===== src/include/fpec_pkg.sv =====
// Shared constants and types for the flash program/erase control block.
package fpec_pkg;

   // Register byte offsets on the Wishbone slave.
   localparam logic [7:0] OFF_MODE_ONE  = 8'h00;
   localparam logic [7:0] OFF_MODE_TWO  = 8'h04;
   localparam logic [7:0] OFF_BLK_ONE   = 8'h08;
   localparam logic [7:0] OFF_BLK_TWO   = 8'h0c;
   localparam logic [7:0] OFF_PROG_ADDR = 8'h10;
   localparam logic [7:0] OFF_STATUS    = 8'h14;

   // Field positions of flash_mode_control_one.
   localparam int BIT_PIN = 7;
   localparam int BIT_SWE = 6;
   localparam int BIT_EV  = 3;
   localparam int BIT_PV  = 2;
   localparam int BIT_E   = 1;
   localparam int BIT_P   = 0;

   // Field positions of flash_mode_control_two.
   localparam int BIT_ESU = 1;
   localparam int BIT_PSU = 0;

   // Field positions of the status register.
   localparam int STAT_ERASED_LSB = 0;
   localparam int STAT_OP_LSB     = 16;
   localparam int STAT_BOOT_LSB   = 24;

   // Reset values.
   localparam logic [7:0]  RST_MODE_ONE  = 8'h00;
   localparam logic [7:0]  RST_MODE_TWO  = 8'h00;
   localparam logic [3:0]  RST_BLK_ONE   = 4'h0;
   localparam logic [7:0]  RST_BLK_TWO   = 8'h00;
   localparam logic [17:0] RST_PROG_ADDR = 18'h00000;
   localparam logic [11:0] RST_ERASED    = 12'h000;

   // Array geometry: 256 kbytes, 128-byte programming units, twelve erase blocks.
   localparam int          FLASH_AW    = 18;
   localparam int          UNIT_AW     = 7;
   localparam int          NUM_BLOCKS  = 12;
   localparam logic [7:0]  ERASED_BYTE = 8'hff;

   // Erase block start addresses in ascending order; block i ends where block i+1 starts.
   localparam logic [17:0] BLK_BASE [NUM_BLOCKS] = '{
      18'h00000, 18'h01000, 18'h02000, 18'h03000, 18'h04000, 18'h0c000,
      18'h0d000, 18'h0e000, 18'h0f000, 18'h10000, 18'h20000, 18'h30000};

   // At most one flash operation is active at a time; FPEC_IDLE means none.
   typedef enum logic [4:0] {
      FPEC_IDLE  = 5'h01,
      FPEC_PROG  = 5'h02,
      FPEC_PVER  = 5'h04,
      FPEC_ERASE = 5'h08,
      FPEC_EVER  = 5'h10
   } fpec_op_t;

   typedef enum logic [3:0] {
      BOOT_OFF   = 4'h1,
      BOOT_CHECK = 4'h2,
      BOOT_COPY  = 4'h4,
      BOOT_DONE  = 4'h8
   } fpec_boot_t;

endpackage


===== src/include/fpec_blk_if.sv =====
// Address-to-erase-block lookup carried between the controller and the decoder.
`timescale 1ns/1ps
interface fpec_blk_if;
   import fpec_pkg::*;
   logic [FLASH_AW-1:0]   prog_addr;
   logic [FLASH_AW-1:0]   rd_addr;
   logic [NUM_BLOCKS-1:0] prog_blk;
   logic [NUM_BLOCKS-1:0] rd_blk;

   modport ctrl (output prog_addr, output rd_addr, input prog_blk, input rd_blk);
   modport dec  (input prog_addr, input rd_addr, output prog_blk, output rd_blk);
endinterface


===== src/rtl/fpec_blkdec.sv =====
// Decodes flash byte addresses into one-hot erase block selects.
`timescale 1ns/1ps
module fpec_blkdec (
   fpec_blk_if.dec b
);
   import fpec_pkg::*;

   genvar i;
   generate
      for (i = 0; i < NUM_BLOCKS; i++) begin : g_blk
         if (i == NUM_BLOCKS - 1) begin : g_last
            assign b.prog_blk[i] = (b.prog_addr >= BLK_BASE[i]);
            assign b.rd_blk[i]   = (b.rd_addr >= BLK_BASE[i]);
         end else begin : g_mid
            assign b.prog_blk[i] = (b.prog_addr >= BLK_BASE[i]) && (b.prog_addr < BLK_BASE[i+1]);
            assign b.rd_blk[i]   = (b.rd_addr >= BLK_BASE[i]) && (b.rd_addr < BLK_BASE[i+1]);
         end
      end
   endgenerate

endmodule


===== src/rtl/fpec_top.sv =====
// Flash program/erase controller with its Wishbone register file and boot sequencer.
`timescale 1ns/1ps
module fpec_top (
   input  wire logic                           REF_CLK,
   input  wire logic                           RST_N,
   input  wire logic                           WB_CYC_I,
   input  wire logic                           WB_STB_I,
   input  wire logic                           WB_WE_I,
   input  wire logic [3:0]                     WB_SEL_I,
   input  wire logic [7:0]                     WB_ADR_I,
   input  wire logic [31:0]                    WB_DAT_I,
   output logic      [31:0]                    WB_DAT_O,
   output logic                                WB_ACK_O,
   input  wire logic                           WRITE_ENABLE_PIN,
   input  wire logic                           FLASH_REG_ACCESS_ENABLE,
   input  wire logic                           LOW_POWER_ENTRY,
   input  wire logic                           BOOT_MODE,
   input  wire logic                           SERIAL_COMM_OK,
   input  wire logic                           BOOT_COPY_DONE,
   output logic                                BOOT_COPY_REQ,
   output logic                                FLASH_PROGRAM,
   output logic                                FLASH_PROGRAM_VERIFY,
   output logic                                FLASH_ERASE,
   output logic                                FLASH_ERASE_VERIFY,
   output logic      [fpec_pkg::NUM_BLOCKS-1:0] FLASH_ERASE_BLOCKS,
   output logic      [fpec_pkg::FLASH_AW-1:0]   FLASH_UNIT_ADDR,
   input  wire logic [fpec_pkg::FLASH_AW-1:0]   ARRAY_RD_ADDR,
   input  wire logic [7:0]                     ARRAY_RD_DATA,
   output logic      [7:0]                     READ_DATA
);
   import fpec_pkg::*;

   fpec_blk_if blk ();

   fpec_blkdec u_dec (
      .b (blk.dec)
   );

   // Register state.
   logic                  pin;
   logic                  software_write_enable;
   logic [3:0]            mode;
   logic                  erase_setup_bit;
   logic                  program_setup_bit;
   logic [3:0]            blk_one;
   logic [7:0]            blk_two;
   logic [FLASH_AW-1:0]   prog_addr;
   logic [NUM_BLOCKS-1:0] erased;
   logic [NUM_BLOCKS-1:0] erase_blocks;
   logic [7:0]            read_data;
   fpec_op_t              op;
   fpec_boot_t            boot;
   logic                  copy_req;
   logic                  ack;
   logic [31:0]           dat;

   logic                  next_pin;
   logic                  next_swe;
   logic [3:0]            next_mode;
   logic                  next_esu;
   logic                  next_psu;
   logic [3:0]            next_blk_one;
   logic [7:0]            next_blk_two;
   logic [FLASH_AW-1:0]   next_prog_addr;
   logic [NUM_BLOCKS-1:0] next_erased;
   logic [NUM_BLOCKS-1:0] next_erase_blocks;
   logic [7:0]            next_read_data;
   fpec_op_t              next_op;
   fpec_boot_t            next_boot;
   logic                  next_copy_req;
   logic                  next_ack;
   logic [31:0]           next_dat;

   // Bus decode.
   logic        req;
   logic        commit;
   logic        flash_reg;
   logic        gate_ok;
   logic [7:0]  wd;
   logic [7:0]  mode_one_rd;
   logic [31:0] rdata;
   logic        set_ok;

   assign req       = WB_CYC_I && WB_STB_I;
   assign commit    = req && ack && WB_WE_I;
   assign flash_reg = (WB_ADR_I == OFF_MODE_ONE) || (WB_ADR_I == OFF_MODE_TWO) ||
                      (WB_ADR_I == OFF_BLK_ONE) || (WB_ADR_I == OFF_BLK_TWO);
   assign gate_ok   = FLASH_REG_ACCESS_ENABLE || !flash_reg;
   assign wd        = WB_DAT_I[7:0];

   // A new mode bit is only accepted from the idle register state, one at a time.
   assign set_ok = software_write_enable && (mode == 4'h0) && ($countones(wd[3:0]) == 1);

   always_comb begin
      mode_one_rd          = 8'h00;
      mode_one_rd[BIT_PIN] = pin;
      mode_one_rd[BIT_SWE] = pin && software_write_enable;
      mode_one_rd[3:0]     = mode;
   end

   assign blk.prog_addr = prog_addr;
   assign blk.rd_addr   = ARRAY_RD_ADDR;

   // Read data mux; the flash registers read as zero while access is disabled.
   always_comb begin
      rdata = 32'h00000000;
      if (gate_ok) begin
         case (WB_ADR_I)
            OFF_MODE_ONE: begin
               rdata[7:0] = mode_one_rd;
            end
            OFF_MODE_TWO: begin
               rdata[BIT_ESU] = erase_setup_bit;
               rdata[BIT_PSU] = program_setup_bit;
            end
            OFF_BLK_ONE: begin
               rdata[3:0] = blk_one;
            end
            OFF_BLK_TWO: begin
               rdata[7:0] = blk_two;
            end
            OFF_PROG_ADDR: begin
               rdata[FLASH_AW-1:0] = prog_addr;
            end
            OFF_STATUS: begin
               rdata[STAT_ERASED_LSB +: NUM_BLOCKS] = erased;
               rdata[STAT_OP_LSB +: 5]              = op;
               rdata[STAT_BOOT_LSB +: 4]            = boot;
            end
            default: begin
               rdata = 32'h00000000;
            end
         endcase
      end
   end

   // Wishbone handshake: ack one cycle after the request, write at the acked edge.
   always_comb begin
      next_ack = req && !ack;
      next_dat = (req && !ack) ? rdata : dat;
   end

   // Register file updates.
   always_comb begin
      next_pin       = WRITE_ENABLE_PIN;
      next_swe       = software_write_enable;
      next_mode      = mode;
      next_esu       = erase_setup_bit;
      next_psu       = program_setup_bit;
      next_blk_one   = blk_one;
      next_blk_two   = blk_two;
      next_prog_addr = prog_addr;
      if (commit && gate_ok) begin
         case (WB_ADR_I)
            OFF_MODE_ONE: begin
               if (WB_SEL_I[0]) begin
                  if (pin) begin
                     next_swe = wd[BIT_SWE];
                  end
                  next_mode[BIT_EV] = wd[BIT_EV] && (mode[BIT_EV] || set_ok);
                  next_mode[BIT_PV] = wd[BIT_PV] && (mode[BIT_PV] || set_ok);
                  next_mode[BIT_E]  = wd[BIT_E] && (mode[BIT_E] || (set_ok && erase_setup_bit));
                  next_mode[BIT_P]  = wd[BIT_P] && (mode[BIT_P] || (set_ok && program_setup_bit));
               end
            end
            OFF_MODE_TWO: begin
               if (WB_SEL_I[0]) begin
                  next_esu = wd[BIT_ESU] && (erase_setup_bit || software_write_enable);
                  next_psu = wd[BIT_PSU] && (program_setup_bit || software_write_enable);
               end
            end
            OFF_BLK_ONE: begin
               if (WB_SEL_I[0]) begin
                  next_blk_one = wd[3:0];
               end
            end
            OFF_BLK_TWO: begin
               if (WB_SEL_I[0]) begin
                  next_blk_two = wd & (blk_two | {8{software_write_enable}});
               end
            end
            OFF_PROG_ADDR: begin
               // The unit offset bits are held at zero so every unit starts on 0x00 or 0x80.
               if (WB_SEL_I[0]) begin
                  next_prog_addr[7:UNIT_AW] = WB_DAT_I[7:UNIT_AW];
               end
               if (WB_SEL_I[1]) begin
                  next_prog_addr[15:8] = WB_DAT_I[15:8];
               end
               if (WB_SEL_I[2]) begin
                  next_prog_addr[17:16] = WB_DAT_I[17:16];
               end
            end
            default: begin
               next_swe = software_write_enable;
            end
         endcase
      end
      // More than one selected block is a setting error and clears every select.
      if ($countones({next_blk_one, next_blk_two}) > 1) begin
         next_blk_one = RST_BLK_ONE;
         next_blk_two = RST_BLK_TWO;
      end
      if (!software_write_enable) begin
         next_esu     = 1'b0;
         next_psu     = 1'b0;
         next_blk_one = RST_BLK_ONE;
         next_blk_two = RST_BLK_TWO;
      end
      if (LOW_POWER_ENTRY) begin
         next_swe     = RST_MODE_ONE[BIT_SWE];
         next_mode    = RST_MODE_ONE[3:0];
         next_esu     = RST_MODE_TWO[BIT_ESU];
         next_psu     = RST_MODE_TWO[BIT_PSU];
         next_blk_one = RST_BLK_ONE;
         next_blk_two = RST_BLK_TWO;
      end
   end

   // Operation sequencer. The pin and the software enable both have to be up;
   // clearing either one drops the array back to idle at once.
   always_comb begin
      next_op = FPEC_IDLE;
      if (pin && software_write_enable) begin
         if (mode[BIT_EV]) begin
            next_op = FPEC_EVER;
         end else if (mode[BIT_PV]) begin
            next_op = FPEC_PVER;
         end else if (mode[BIT_E]) begin
            next_op = FPEC_ERASE;
         end else if (mode[BIT_P]) begin
            next_op = FPEC_PROG;
         end else begin
            next_op = FPEC_IDLE;
         end
      end
   end

   // Erase targets and the erased-block tracker that serves the read path.
   always_comb begin
      if (boot != BOOT_OFF) begin
         next_erase_blocks = {NUM_BLOCKS{1'b1}};
      end else begin
         next_erase_blocks = {blk_one, blk_two};
      end
      next_erased = erased;
      // Programming a block dirties it; an erase finishing in the same cycle still wins.
      if (op != FPEC_PROG && next_op == FPEC_PROG) begin
         next_erased = next_erased & ~blk.prog_blk;
      end
      if (op == FPEC_ERASE && next_op != FPEC_ERASE) begin
         next_erased = next_erased | erase_blocks;
      end
      next_read_data = (|(erased & blk.rd_blk)) ? ERASED_BYTE : ARRAY_RD_DATA;
   end

   // Boot sequencer: link check first, then the erase routine copy into RAM.
   always_comb begin
      next_boot = boot;
      case (boot)
         BOOT_OFF: begin
            if (BOOT_MODE) begin
               next_boot = BOOT_CHECK;
            end
         end
         BOOT_CHECK: begin
            if (SERIAL_COMM_OK) begin
               next_boot = BOOT_COPY;
            end
         end
         BOOT_COPY: begin
            if (BOOT_COPY_DONE) begin
               next_boot = BOOT_DONE;
            end
         end
         BOOT_DONE: begin
            next_boot = BOOT_DONE;
         end
         default: begin
            next_boot = BOOT_OFF;
         end
      endcase
      if (!BOOT_MODE) begin
         next_boot = BOOT_OFF;
      end
      next_copy_req = (next_boot == BOOT_COPY);
   end

   always_ff @(posedge REF_CLK) begin
      if (!RST_N) begin
         pin          <= RST_MODE_ONE[BIT_PIN];
         software_write_enable          <= RST_MODE_ONE[BIT_SWE];
         mode         <= RST_MODE_ONE[3:0];
         erase_setup_bit          <= RST_MODE_TWO[BIT_ESU];
         program_setup_bit          <= RST_MODE_TWO[BIT_PSU];
         blk_one      <= RST_BLK_ONE;
         blk_two      <= RST_BLK_TWO;
         prog_addr    <= RST_PROG_ADDR;
         erased       <= RST_ERASED;
         erase_blocks <= {NUM_BLOCKS{1'b0}};
         read_data    <= 8'h00;
         op           <= FPEC_IDLE;
         boot         <= BOOT_OFF;
         copy_req     <= 1'b0;
         ack          <= 1'b0;
         dat          <= 32'h00000000;
      end else begin
         pin          <= next_pin;
         software_write_enable          <= next_swe;
         mode         <= next_mode;
         erase_setup_bit          <= next_esu;
         program_setup_bit          <= next_psu;
         blk_one      <= next_blk_one;
         blk_two      <= next_blk_two;
         prog_addr    <= next_prog_addr;
         erased       <= next_erased;
         erase_blocks <= next_erase_blocks;
         read_data    <= next_read_data;
         op           <= next_op;
         boot         <= next_boot;
         copy_req     <= next_copy_req;
         ack          <= next_ack;
         dat          <= next_dat;
      end
   end

   assign WB_ACK_O             = ack;
   assign WB_DAT_O             = dat;
   assign BOOT_COPY_REQ        = copy_req;
   assign FLASH_PROGRAM        = (op == FPEC_PROG);
   assign FLASH_PROGRAM_VERIFY = (op == FPEC_PVER);
   assign FLASH_ERASE          = (op == FPEC_ERASE);
   assign FLASH_ERASE_VERIFY   = (op == FPEC_EVER);
   assign FLASH_ERASE_BLOCKS   = erase_blocks;
   assign FLASH_UNIT_ADDR      = prog_addr;
   assign READ_DATA            = read_data;

endmodule


===== config.mk =====
export PLATFORM = sky130hd
export DESIGN_NAME = fpec_top
export DESIGN_NICKNAME = d
export VERILOG_FILES = /design/src/include/fpec_pkg.sv /design/src/include/fpec_blk_if.sv /design/src/rtl/fpec_blkdec.sv /design/src/rtl/fpec_top.sv
export SDC_FILE = /design/constraint.sdc
export NUM_CORES = 1
export LEC_CHECK = 0
export BUFFER_PORTS_ARGS = -buffer_cell sky130_fd_sc_hd__buf_2
export CAP_MARGIN = 30
export CORE_MARGIN = 2
export CORE_UTILIZATION = 51
export DETAILED_ROUTE_END_ITERATION = 10
export PLACE_DENSITY_LB_ADDON = 0.12
export SLEW_MARGIN = 20
export SYNTH_ARGS = -nofsm -noshare
export SYNTH_HDL_FRONTEND = slang
export SYNTH_SLANG_ARGS = --single-unit

===== constraint.sdc =====
create_clock -name REF_CLK -period 8 [get_ports REF_CLK]
set_clock_uncertainty 0.15 [all_clocks]
set_input_delay 0.4 -clock REF_CLK [delete_from_list [all_inputs] [get_ports REF_CLK]]
set_output_delay 0.4 -clock REF_CLK [all_outputs]
set_load 0.03 [all_outputs]

## Yosys cells after proc, flatten, opt, wreduce, memory -nomap -nowiden

Cells that the tools add are included.

| storage, ports and cells | value |
|---|---|
| register bits after elaboration | 106 |
| word-level logic and storage cells | 198 |

| operators by class | value |
|---|---|
| add/sub/neg operators | 14 |
| bitwise operators | 8 |
| mux-type cells | 28 |
| reduce and logical (&&, ||, !) cells | 64 |
| magnitude comparators | 47 |
| equal/unequal tests | 19 |

Operators by type and width:

| kind | number |
|---|---|
| 18-bit by 16-bit >= comparator with 1-bit output, second input constant | 8 |
| 18-bit by 16-bit < comparator with 1-bit output, second input constant | 8 |
| 18-bit by 14-bit >= comparator with 1-bit output, second input constant | 4 |
| 18-bit >= comparator, second input constant | 4 |
| 18-bit by 14-bit < comparator with 1-bit output, second input constant | 4 |
| 18-bit < comparator, second input constant | 4 |
| 1-bit logical AND | 40 |
| 4-bit 2-to-1 mux | 10 |
| 18-bit by 1-bit >= comparator with 1-bit output, second input constant | 2 |
| 18-bit by 13-bit >= comparator with 1-bit output, second input constant | 2 |
| 18-bit by 15-bit >= comparator with 1-bit output, second input constant | 2 |
| 18-bit by 17-bit >= comparator with 1-bit output, second input constant | 2 |
| 18-bit by 13-bit < comparator with 1-bit output, second input constant | 2 |
| 18-bit by 15-bit < comparator with 1-bit output, second input constant | 2 |
| 18-bit by 17-bit < comparator with 1-bit output, second input constant | 2 |
| 12-bit 2-to-1 mux | 3 |
| 8-bit 2-to-1 mux | 4 |
| 4-bit case mux with 4 select lines | 2 |
| 28-bit 2-to-1 mux | 1 |
| 12-bit AND | 2 |
| 1-bit by 1-bit adder with 2-bit output | 8 |
| 8-bit by 4-bit == test with 1-bit output, second input constant | 2 |
| 8-bit by 5-bit == test with 1-bit output, second input constant | 2 |
| 3-bit AND reduction | 5 |
| 38 further kinds | 55 |

## Depth between registers and ports, before layout

Gate-level depths: netlist (run 1).

| depth | value |
|---|---|
| word-level depth | 14 |
| mapped depth | 20 |
| depth with buffers taken out | 16 |

## Cells and area by module

Synthesis (run 1) repeated with hierarchy kept, for this count alone.

| unflattened totals | value |
|---|---|
| cell total of the unflattened synthesis | 536 |
| area total of the unflattened synthesis | 4,838.4 µm² |

Modules (own cells, without submodules):

| module | area each (µm²) | sequential area each (µm²) | instances | cells each |
|---|---|---|---|---|
| fpec_top | 4,593.2 | 1,981.9 | 1 | 498 |
| fpec_blkdec | 245.2 | 0.0 | 1 | 38 |

## Least setup slack after synthesis (run 1)

Ideal clock, no wire load.

| timing | value |
|---|---|
| kind | input to register |
| start point | input WB_ADR_I[4] |
| end point | register blk_two[0] |
| required time | 7,790 ps |
| setup slack | 2,244 ps |
| arrival time | 5,546 ps |
| stages on the path | 19 |
| setup time | 60 ps |
| cell sequence | buf_6 > nor4_4 > and2_1 > buf_6 > nand2_2 > buf_2 > o22a_1 > fa_1 > inv_1 > fa_1 > fa_1 > fa_1 > inv_1 > ha_1 > fa_1 > nor2_1 > a21oi_1 > nor4_1 > o221a_2 |

| on the way | value |
|---|---|
| longest elaborated chain between the ends | 14 |
| elaborated cells on any way between the ends | 27 |
| those cells by class | add/sub (11); order compare (1); eq/ne (3); mux (4); reduce/logical (8) |

RTL lines:

| item | RTL line | text |
|---|---|---|
| start, declared | fpec_top.sv:10 | `input wire logic [7:0] WB_ADR_I,` |
| 8-bit by 3-bit == test with 1-bit output / 8-bit zero test (equally long branches) | fpec_top.sv:86 | `assign flash_reg = (WB_ADR_I == OFF_MODE_ONE) \|\| (WB_ADR_I == OFF_MODE_TWO) \|\|` |
| 1-bit logical OR (2 in series) | fpec_top.sv:86 |  |
| 1-bit logical OR | fpec_top.sv:87 | `(WB_ADR_I == OFF_BLK_ONE) \|\| (WB_ADR_I == OFF_BLK_TWO);` |
| 1-bit zero test | fpec_top.sv:88 | `assign gate_ok = FLASH_REG_ACCESS_ENABLE \|\| !flash_reg;` |
| 1-bit logical OR | fpec_top.sv:88 |  |
| 1-bit logical AND | fpec_top.sv:153 | `if (commit && gate_ok) begin` |
| 8-bit 2-to-1 mux | fpec_top.sv:153 |  |
| 1-bit by 1-bit adder with 2-bit output (implied by the code) | fpec_top.sv:200 | `if ($countones({next_blk_one, next_blk_two}) > 1) begin` |
| 2-bit by 2-bit adder with 3-bit output (implied by the code) | fpec_top.sv:200 |  |
| 3-bit by 3-bit adder with 4-bit output (implied by the code) | fpec_top.sv:200 |  |
| 4-bit by 3-bit adder with 5-bit output (implied by the code) | fpec_top.sv:200 |  |
| 5-bit by 1-bit > comparator with 1-bit output | fpec_top.sv:200 |  |
| 4-bit OR reduction (no line) | -- |  |
| end signal, assigned | fpec_top.sv:314 | `blk_two <= next_blk_two;` |
| end, declared | fpec_top.sv:46 | `logic [7:0] blk_two;` |

Parallel ways exist; a longest one is shown, timed or not.
A chain may end at the register's enable or synchronous reset.

## Final worst setup path (run 1)

| timing | value |
|---|---|
| start point | input WB_ADR_I[4] |
| end point | register blk_two[6] |

The elaborated chain is that of the path after synthesis.

==> flow_metrics.env, run 1 <==
export IMPL_outcome="finished clean"
export IMPL_dp_hpwl_mm=9.19
export IMPL_antenna_found_initial=0
export IMPL_hold_buffers=0
export IMPL_clock_sinks=99
export IMPL_drt_first_pass_iters=5
export IMPL_ys_warn_count=0
export IMPL_io_buffer_count=115
export IMPL_gp_congestion=0.887
export IMPL_wl_per_cell_um=17.2
export IMPL_fin_util=0.597
export IMPL_syn_to_final_growth_pct=15.4
export IMPL_hold_viol=0
export IMPL_worstSetupPathType="in -> reg"
export IMPL_fin_setup_tns_ps=0
export IMPL_ctsResizeCount=0
export IMPL_antenna_left=0
export IMPL_syn_area_mm2=0.00471
export IMPL_grt_max_degree=46
export IMPL_drive_gt1_frac=0.265
export IMPL_leakage_uw=0.00239
export IMPL_avgSynthCellArea_um2=9.32
export IMPL_arrival_ps=6150
export IMPL_clock_path_buffers=2
export IMPL_synthTopCellsByArea="dfxtp_1 42%, nor2_1 4.6%, a22oi_1 3.5%"
export IMPL_yosys_area_share_simple=0.219
export IMPL_syn_inst=506
export IMPL_p_per_area_mw_per_mm2=173
export IMPL_min_period_ps=5980
export IMPL_synthMuxAreaShare=0.0393
export IMPL_die_x_um=100
export IMPL_irDropWorstVdd_mv=0.0742
export IMPL_worst_path_max_fanout=17
export IMPL_slew_headroom=0.343
export IMPL_dr_total_vias=4292
export IMPL_worst_pin_slew_ps=972
export IMPL_start_util=0.518
export IMPL_die_area_mm2=0.0100
export IMPL_drv_slew=0
export IMPL_dp_slack_ps=1690
export IMPL_hold_ws_ps=93.3
export IMPL_fmax_mhz=167
export IMPL_vias_per_cell=5.97
export IMPL_drt_total_wl_mm=12.4
export IMPL_synth_top_family_by_area="simple AND/OR/NAND/NOR gates"
export IMPL_hold_class="in -> reg"
export IMPL_synthAdderAreaFrac=0.0499
export IMPL_synth_area_leader_cell="dfxtp_1"
export IMPL_required_ps=8160
export IMPL_ys_ff_latch=99
export IMPL_row_count=35
export IMPL_nNetsFinal=698
export IMPL_multi_input_area_mm2=0.00245
export IMPL_worst_slack_ps=2020
export IMPL_ys_flop_type="dfxtp_1"
export IMPL_synth_xor_area_frac=0.00743
export IMPL_synth_compound_area_share=0.192
export IMPL_clock_latency_ps=360
export IMPL_drc_errors=0
export IMPL_cts_root_buf="clkbuf_8"
export IMPL_synthDistinctLibCells=62
export IMPL_yosysTopAreaCellShare=0.420
export IMPL_h_tree_depth=3
export IMPL_grt_overflow_total=0
export IMPL_seqCellArea_mm2=0.00198
export IMPL_dr_first_iter_drc_count=358
export IMPL_cts_setup_buffers=0
export IMPL_synth_edff_count=0
export IMPL_fillers=818
export IMPL_synthTopCellsByCount="99 x dfxtp_1, 58 x nor2_1, 31 x nand2_1, 22 x a22oi_1"
export IMPL_power_uw=940
export IMPL_grt_pass1_vias=3765
export IMPL_setup_viol=0
export IMPL_numCtsBuffers=9
export IMPL_crit_path_start_kind="input pin"
export IMPL_track_usage=0.247
export IMPL_die_h_um=100
export IMPL_async_reset_ff_frac=0
export IMPL_cts_tree="yes"
export IMPL_cts_clk_slew_worst_paths_ps=100
export IMPL_grt_pass1_wl_mm=19.5
export IMPL_ys_seq_area_frac=0.420
export IMPL_yosysMostFrequentCell="dfxtp_1"
export IMPL_fin_crit_sh=0.748
export IMPL_design_core_area_mm2=0.00911
export IMPL_rsz0062_at_grt="no"
export IMPL_antenna_cells=0
export IMPL_io_pins=157
export IMPL_end_kind="register"
export IMPL_cap_violations=0
## stage by stage
| stage | cells | instance area [um2] |
|---|---|---|
| floorplan | 519 | 4760 |
| global placement | 702 | 5220 |
| detailed placement | 703 | 5230 |
| CTS | 719 | 5440 |
| global route | 719 | 5440 |
| finish | 719 | 5440 |
## placed cells by master, fill, tap and decap left out, types with 4 or more instances in the layout
cell type and n:
clkbuf_8 10, nand2_1 31, a221oi_1 7, a31oi_1 4, o22ai_1 5, and3_1 8, or3b_2 5, conb_1 14
nor4_1 7, nor2_1 58, nand3b_1 4, fa_1 8, a21o_1 5, mux2i_1 14, o21a_1 8, and2_1 5
a21oi_1 18, dfxtp_1 99, a32o_1 8, o21ai_0 13, a22oi_1 22, o221a_2 12, ha_1 6, nor3_1 10
inv_1 16, a211oi_1 4, or3_1 5, nand3_1 20, buf_2 116, nand4_1 7
## power breakdown
group	switching, uW	internal [uW]
sequential	5.00	501
combinational	63.5	26.4
clock	185	160
total	253	687
## layout make-up
type                            instances  share of cell area
Clock inverter                          6              0.0143
Timing Repair Buffer                  118               0.109
Multi-Input combinational cell        358               0.450
Tap cell                              111              0.0255
Inverter                               17              0.0117
Sequential cell                        99               0.364
Clock buffer                           10              0.0253
## kinds of logic (layout without fill, tap and decap cells)
kind of cell / after synthesis / in the layout
and+or+nand+nor: 189 / 189
AOI/OAI and AO/OA: 121 / 121
DFF: 99 / 99
buffers and inverters: 62 / 151
muxes: 16 / 16
adders and majority gates: 14 / 14
xor gates and xnor gates: 4 / 4
other: 1 / 14
## worst paths after layout
kind	end	depth (start not counted)	from	slack [ps]
setup / recovery	blk_two[6]	18	WB_ADR_I[4]	2020
hold / removal	READ_DATA[1]	2	ARRAY_RD_DATA[1]	90
hold reg to reg	WB_DAT_O[16]	2	WB_DAT_O[16]	300
setup reg to reg	blk_two[6]	17	WB_ACK_O	2240
## per-layer routing
metal	GRT usage	share of wire	routed length [um]
met4	0.0843	0.018	222
met5	0	0	0
met2	0.400	0.48	5900
met1	0.342	0.44	5470
met3	0.0334	0.064	797
## registers in the layout (all words and copies together), names as in the netlist, 4 cells and up
signal and count:
WB_DAT_O 25, FLASH_ERASE_BLOCKS 12, erased 12, FLASH_UNIT_ADDR 11, READ_DATA 8, blk_two 8, op 5, blk_one 4
boot 4, mode 4
## worst max-delay path, cell delays in order
cell and delay, ps:
buf_2 200, nor4_4 590, and2_1 480, and3_1 550
o22a_1 280, fa_1 400, inv_1 90, fa_1 450
fa_1 520, fa_1 540, inv_1 40, ha_1 220
fa_1 380, nor2_1 100, a21oi_1 60, nor4_1 400
buf_2 250, o221a_2 190
No activity file was read; power rests on OpenSTA's default activity.
==> run 2: changes to the inputs <==
--- a/config.mk
+++ b/config.mk
@@ -8,7 +8,7 @@
 export BUFFER_PORTS_ARGS = -buffer_cell sky130_fd_sc_hd__buf_2
 export CAP_MARGIN = 30
 export CORE_MARGIN = 2
-export CORE_UTILIZATION = 51
+export CORE_UTILIZATION = 46
 export DETAILED_ROUTE_END_ITERATION = 10
 export PLACE_DENSITY_LB_ADDON = 0.12
 export SLEW_MARGIN = 20
==> constraint.sdc (replaced) <==
create_clock -name REF_CLK -period 5.37 [get_ports REF_CLK]
set_clock_uncertainty 0.15 [all_clocks]
set_input_delay 0.2685 -clock REF_CLK [delete_from_list [all_inputs] [get_ports REF_CLK]]
set_output_delay 0.2685 -clock REF_CLK [all_outputs]
set_load 0.03 [all_outputs]
==> flow_metrics.env, run 2 (same netlist as run 1, synthesis figures left out) <==
export IMPL_io_buffer_count=115
export IMPL_min_period_ps=5120
export IMPL_row_count=36
export IMPL_p_clk_frac=0.344
export IMPL_timing_rr_start="WB_ACK_O"
export IMPL_min_path_cells=3
export IMPL_grt_max_degree=46
export IMPL_wl_per_cell_um=17.5
export IMPL_dr_total_vias=4406
export IMPL_die_x_um=105
export IMPL_power_share_switching=0.264
export IMPL_fin_util=0.585
export IMPL_h_tree_depth=3
export IMPL_arrival_ps=5260
export IMPL_final_cell_mix="115 x buf_2, 98 x dfxtp_1, 58 x nor2_1"
export IMPL_comb_power_share=0.109
export IMPL_final_common_cell="buf_2"
export IMPL_nNetsFinal=730
export IMPL_cp_slowest_cell="or4_4"
export IMPL_irDropWorstVdd_mv=0.185
export IMPL_hold_ws_ps=15.9
export IMPL_dp_hpwl_mm=10.1
export IMPL_seq_power_share=0.548
export IMPL_fmax_mhz=195
export IMPL_die_h_um=105
export IMPL_fin_setup_tns_ps=0
export IMPL_drc_errors=0
export IMPL_design_core_area_mm2=0.00986
export IMPL_largest_register_ffs=25
export IMPL_hold_viol=0
export IMPL_cts_tree="yes"
export IMPL_gp_congestion=0.904
export IMPL_start_util=0.478
export IMPL_max_stage_delay_ps=590
export IMPL_path_buf_inv=2
export IMPL_p_per_area_mw_per_mm2=239
export IMPL_p_int_uw=1010
export IMPL_io_pins=157
export IMPL_drt_first_pass_iters=7
export IMPL_setup_viol=0
export IMPL_antenna_left=0
export IMPL_clock_sinks=99
export IMPL_leakage_uw=0.00252
export IMPL_drive_gt1_frac=0.286
export IMPL_end_kind="register"
export IMPL_path_cells="and4_4 > and3_2 > and3_2 > o22a_1 > fa_1 > inv_1 > fa_1 > fa_1 > fa_1 > inv_1 > ha_1 > fa_1 > or4_4 > a21oi_1"
export IMPL_crit_path_frequent_cell="fa_1"
export IMPL_cts_clk_slew_worst_paths_ps=90
export IMPL_outcome="finished clean"
export IMPL_whs_endpoint="FLASH_UNIT_ADDR[17]"
export IMPL_worst_pin_slew_ps=860
export IMPL_min_from="WB_DAT_I[17]"
export IMPL_antenna_cells=0
export IMPL_grt_overflow_total=0
export IMPL_syn_to_final_growth_pct=22.4
export IMPL_drv_slew=0
export IMPL_reg2reg_slack_ps=250
export IMPL_antenna_found_initial=0
export IMPL_reg2reg_depth=14
export IMPL_fin_crit_sh=0.953
export IMPL_worst_path_max_fanout=7
export IMPL_clock_path_buffers=2
export IMPL_crit_path_start_kind="register"
export IMPL_dr_first_iter_drc_count=306
export IMPL_layout_cells_non_filler=772
export IMPL_drt_total_wl_mm=13.5
export IMPL_grt_pass1_vias=4136
export IMPL_required_ps=5510
export IMPL_slew_headroom=0.423
export IMPL_crit_family="adder cells"
export IMPL_track_usage=0.242
export IMPL_grt_pass1_wl_mm=21.1
export IMPL_cts_root_buf="clkbuf_8"
export IMPL_cap_violations=0
export IMPL_hold_class="in -> reg"
export IMPL_dp_cells=737
export IMPL_die_area_mm2=0.0111
export IMPL_switchingPower_uw=364
export IMPL_clock_latency_ps=360
export IMPL_vias_per_cell=5.71
export IMPL_r2r_end="blk_one[2]"
export IMPL_rsz0062_at_grt="no"
export IMPL_worstSetupPathType="reg -> reg"
export IMPL_numCtsBuffers=9
[run 2: how the worst max path moves through the flow]
stage / from / end / depth (start not counted)
6_report: WB_ACK_O / blk_one[2] / 14
5_1_grt: WB_ACK_O / blk_one[2] / 16
4_1_cts: WB_ACK_O / blk_one[2] / 15
3_5_place_dp: WB_ADR_I[5] / blk_one[2] / 15
3_3_place_gp: WB_ADR_I[4] / blk_two[4] / 15
2_1_floorplan: WB_ACK_O / blk_one[0] / 18
[run 2: cell type report]
| cell class | count | area [um2] |
|---|---|---|
| clock buffers | 10 | 128 |
| well taps | 133 | 166 |
| clock inverters | 5 | 63.8 |
| repair buffers | 150 | 881 |
| inverters | 17 | 63.8 |
| fillers | 883 | 4090 |
| multi-input cells | 358 | 2490 |
| flip-flops and latches | 99 | 1980 |
[run 2: metal layers]
layer / GRT usage / share of wire / up-vias
met3: 0.0421 / 0.067 / 18
met4: 0.0771 / 0.015 / 0
met1: 0.317 / 0.44 / 2123
met2: 0.406 / 0.48 / 169
met5: 0 / 0 / -
li1: - / - / 2096
[run 2: worst reg2reg max path, stage by stage (launching register included)]
cell	delay, ps
dfxtp_2	340
and4_4	170
and3_2	270
and3_2	260
o22a_1	210
fa_1	550
inv_1	50
fa_1	480
fa_1	520
fa_1	550
inv_1	40
ha_1	210
fa_1	510
or4_4	590
a21oi_1	160
[run 2: stage by stage]
| stage | area (um2) | setup WS, ps | total power (uW) |
|---|---|---|---|
| floorplan | 4780 | 25.2 | 858 |
| global placement | 5360 | 18.7 | 906 |
| detailed placement | 5360 | -66.7 | 909 |
| CTS | 5740 | 34.1 | 1380 |
| global route | 5770 | 32.4 | 1430 |
| finish | 5770 | 250 | 1380 |
[run 2: timing repair]
| action | CTS | global route |
|---|---|---|
| pin swaps | 0 | 1 |
| setup buffers | 0 | 1 |
| endpoints found under the setup margin | 1 | 12 |
| hold buffers | 18 | 0 |
| resized for setup | 1 | 11 |
| hold endpoints to repair | 18 | 0 |
[run 2: power by group through the flow]
stage	registers, uW	clock network [uW]	logic, uW
3_3_place_gp	771	0	135
6_report	754	474	150
2_1_floorplan	790	0	68.2
3_5_place_dp	771	0	138
5_1_grt	755	513	162
4_1_cts	754	483	148
==> run 3: changes to the inputs <==
--- a/config.mk
+++ b/config.mk
@@ -7,7 +7,7 @@
 export LEC_CHECK = 0
 export BUFFER_PORTS_ARGS = -buffer_cell sky130_fd_sc_hd__buf_2
 export CAP_MARGIN = 30
-export CORE_MARGIN = 2
+export CORE_MARGIN = 1.5
 export CORE_UTILIZATION = 46
 export DETAILED_ROUTE_END_ITERATION = 10
 export PLACE_DENSITY_LB_ADDON = 0.12
==> flow_metrics.env, run 3 (same netlist as run 1, synthesis figures left out) <==
export IMPL_vias_per_cell=5.67
export IMPL_path_cells="and4_2 > and3_2 > and3_2 > o22a_1 > fa_1 > inv_1 > fa_1 > fa_1 > fa_1 > inv_1 > ha_1 > fa_1 > nor2_1 > a21oi_2 > or4_4 > a21oi_1"
export IMPL_arrival_ps=5300
export IMPL_irDropWorstVdd_mv=0.123
export IMPL_h_tree_depth=3
export IMPL_leakage_uw=0.00251
export IMPL_die_h_um=104
export IMPL_gp_congestion=0.884
export IMPL_dr_total_vias=4376
export IMPL_rsz0062_at_grt="no"
export IMPL_io_buffer_count=115
export IMPL_setup_viol=0
export IMPL_wl_met3_um=985
export IMPL_antenna_cells=0
export IMPL_fmax_mhz=194
export IMPL_power_uw=1360
export IMPL_switchingPower_uw=377
export IMPL_hold_class="in -> reg"
export IMPL_worstSetupPathType="reg -> reg"
export IMPL_p_clk_frac=0.338
export IMPL_reg2reg_slack_ps=220
export IMPL_grt_max_degree=46
export IMPL_drt_first_pass_iters=5
export IMPL_drive_gt1_frac=0.282
export IMPL_grt_overflow_total=0
export IMPL_grt_pass1_wl_mm=20.7
export IMPL_p_int_uw=985
export IMPL_comb_power_share=0.109
export IMPL_grt_pass1_vias=4034
export IMPL_reg2reg_depth=16
export IMPL_cp_startpoint="WB_ACK_O"
export IMPL_cp_slowest_cell="fa_1"
export IMPL_row_count=36
export IMPL_min_path_cells=3
export IMPL_worst_pin_slew_ps=1110
export IMPL_antenna_found_initial=0
export IMPL_numCtsBuffers=9
export IMPL_antenna_left=0
export IMPL_final_cell_mix="115 x buf_2, 98 x dfxtp_1, 58 x nor2_1"
export IMPL_timing_rr_start="WB_ACK_O"
export IMPL_syn_to_final_growth_pct=22.0
export IMPL_hold_viol=0
export IMPL_cts_tree="yes"
export IMPL_drt_total_wl_mm=13.2
export IMPL_wl_met1_mm=5.84
export IMPL_required_ps=5520
export IMPL_worst_slack_ps=218
export IMPL_outcome="finished clean"
export IMPL_r2r_end="blk_one[1]"
export IMPL_seq_power_share=0.554
export IMPL_crit_path_frequent_cell="fa_1"
export IMPL_slew_headroom=0.247
export IMPL_power_share_switching=0.277
export IMPL_top_layer="met4"
export IMPL_fin_crit_sh=0.959
export IMPL_p_per_area_mw_per_mm2=237
export IMPL_end_kind="register"
export IMPL_largest_register_ffs=25
export IMPL_nNetsFinal=729
export IMPL_die_x_um=104
export IMPL_io_pins=157
export IMPL_worstSetupEndpoint="blk_one[1]"
export IMPL_drc_errors=0
export IMPL_wl_met2_mm=6.16
export IMPL_worst_path_max_fanout=6
export IMPL_fin_setup_tns_ps=0
export IMPL_cap_violations=0
export IMPL_design_core_area_mm2=0.00986
export IMPL_max_stage_delay_ps=550
export IMPL_dp_hpwl_mm=9.85
export IMPL_start_util=0.478
export IMPL_die_area_mm2=0.0109
export IMPL_track_usage=0.240
export IMPL_dp_slack_ps=49.5
export IMPL_clock_sinks=99
export IMPL_min_period_ps=5150
export IMPL_cts_clk_slew_worst_paths_ps=100
export IMPL_cts_root_buf="clkbuf_8"
export IMPL_final_common_cell="buf_2"
export IMPL_clock_latency_ps=370
export IMPL_clock_path_buffers=2
export IMPL_crit_path_start_kind="register"
export IMPL_wl_per_cell_um=17.1
export IMPL_dr_first_iter_drc_count=260
export IMPL_drv_slew=0
==> run 3: repair_timing <==
action,in CTS,in global routing
buffers inserted,0,1
endpoints found under the setup margin,0,12
resized for setup,0,9
hold buffers,19,0
endpoints found under the hold margin,19,0
==> run 3: layout make-up <==
cell class,instances,area [um2]
clock buffer,11,141
clock inverter,5,43.8
fill,932,4110
inverter,17,63.8
multi-input combinational,358,2480
sequential,99,1980
tap,133,166
timing repair buffer,149,878
==> run 3: through the flow <==
| step | util | instance area [um2] | cells | hold WS (ps) |
|---|---|---|---|---|
| 3_3_place_gp | 0.543 | 5360 | 736 | 284 |
| 5_1_grt | 0.583 | 5750 | 772 | 42.6 |
| 2_1_floorplan | - | 4780 | 519 | 243 |
| 3_5_place_dp | 0.543 | 5360 | 736 | 297 |
| 4_1_cts | 0.581 | 5730 | 771 | 20.6 |
| 6_report | 0.583 | 5750 | 772 | 28.7 |
==> run 3: power by group through the flow <==
| stage | logic (uW) | clock network, uW | registers [uW] |
|---|---|---|---|
| 2_1_floorplan | 68.2 | 0 | 790 |
| 3_3_place_gp | 134 | 0 | 771 |
| 3_5_place_dp | 136 | 0 | 771 |
| 4_1_cts | 148 | 467 | 754 |
| 5_1_grt | 159 | 504 | 756 |
| 6_report | 148 | 460 | 754 |
==> run 3: how the worst min path moves through the flow <==
stage	startpoint	to	slack, ps
3_3_place_gp	FLASH_ERASE_BLOCKS[5]	erased[5]	280
2_1_floorplan	ARRAY_RD_DATA[0]	READ_DATA[0]	240
4_1_cts	BOOT_MODE	boot[1]	20
5_1_grt	WB_DAT_I[4]	blk_two[4]	40
6_report	BOOT_MODE	boot[1]	30
3_5_place_dp	FLASH_ERASE_BLOCKS[5]	erased[5]	300
==> run 3: metal layers <==
layer / vias up / global-route usage
li1: 2095 / -
met1: 2067 / 0.320
met2: 191 / 0.385
met3: 23 / 0.0420
met4: 0 / 0.101
met5: - / 0
==> run 3: worst max-delay path, delay by kind of cell (launching register included) <==
kind,cells,cell delay [ps]
compound gates,3,430
fa+ha+maj,6,2650
buf+inv,2,100
flops,1,340
simple gates,5,1410
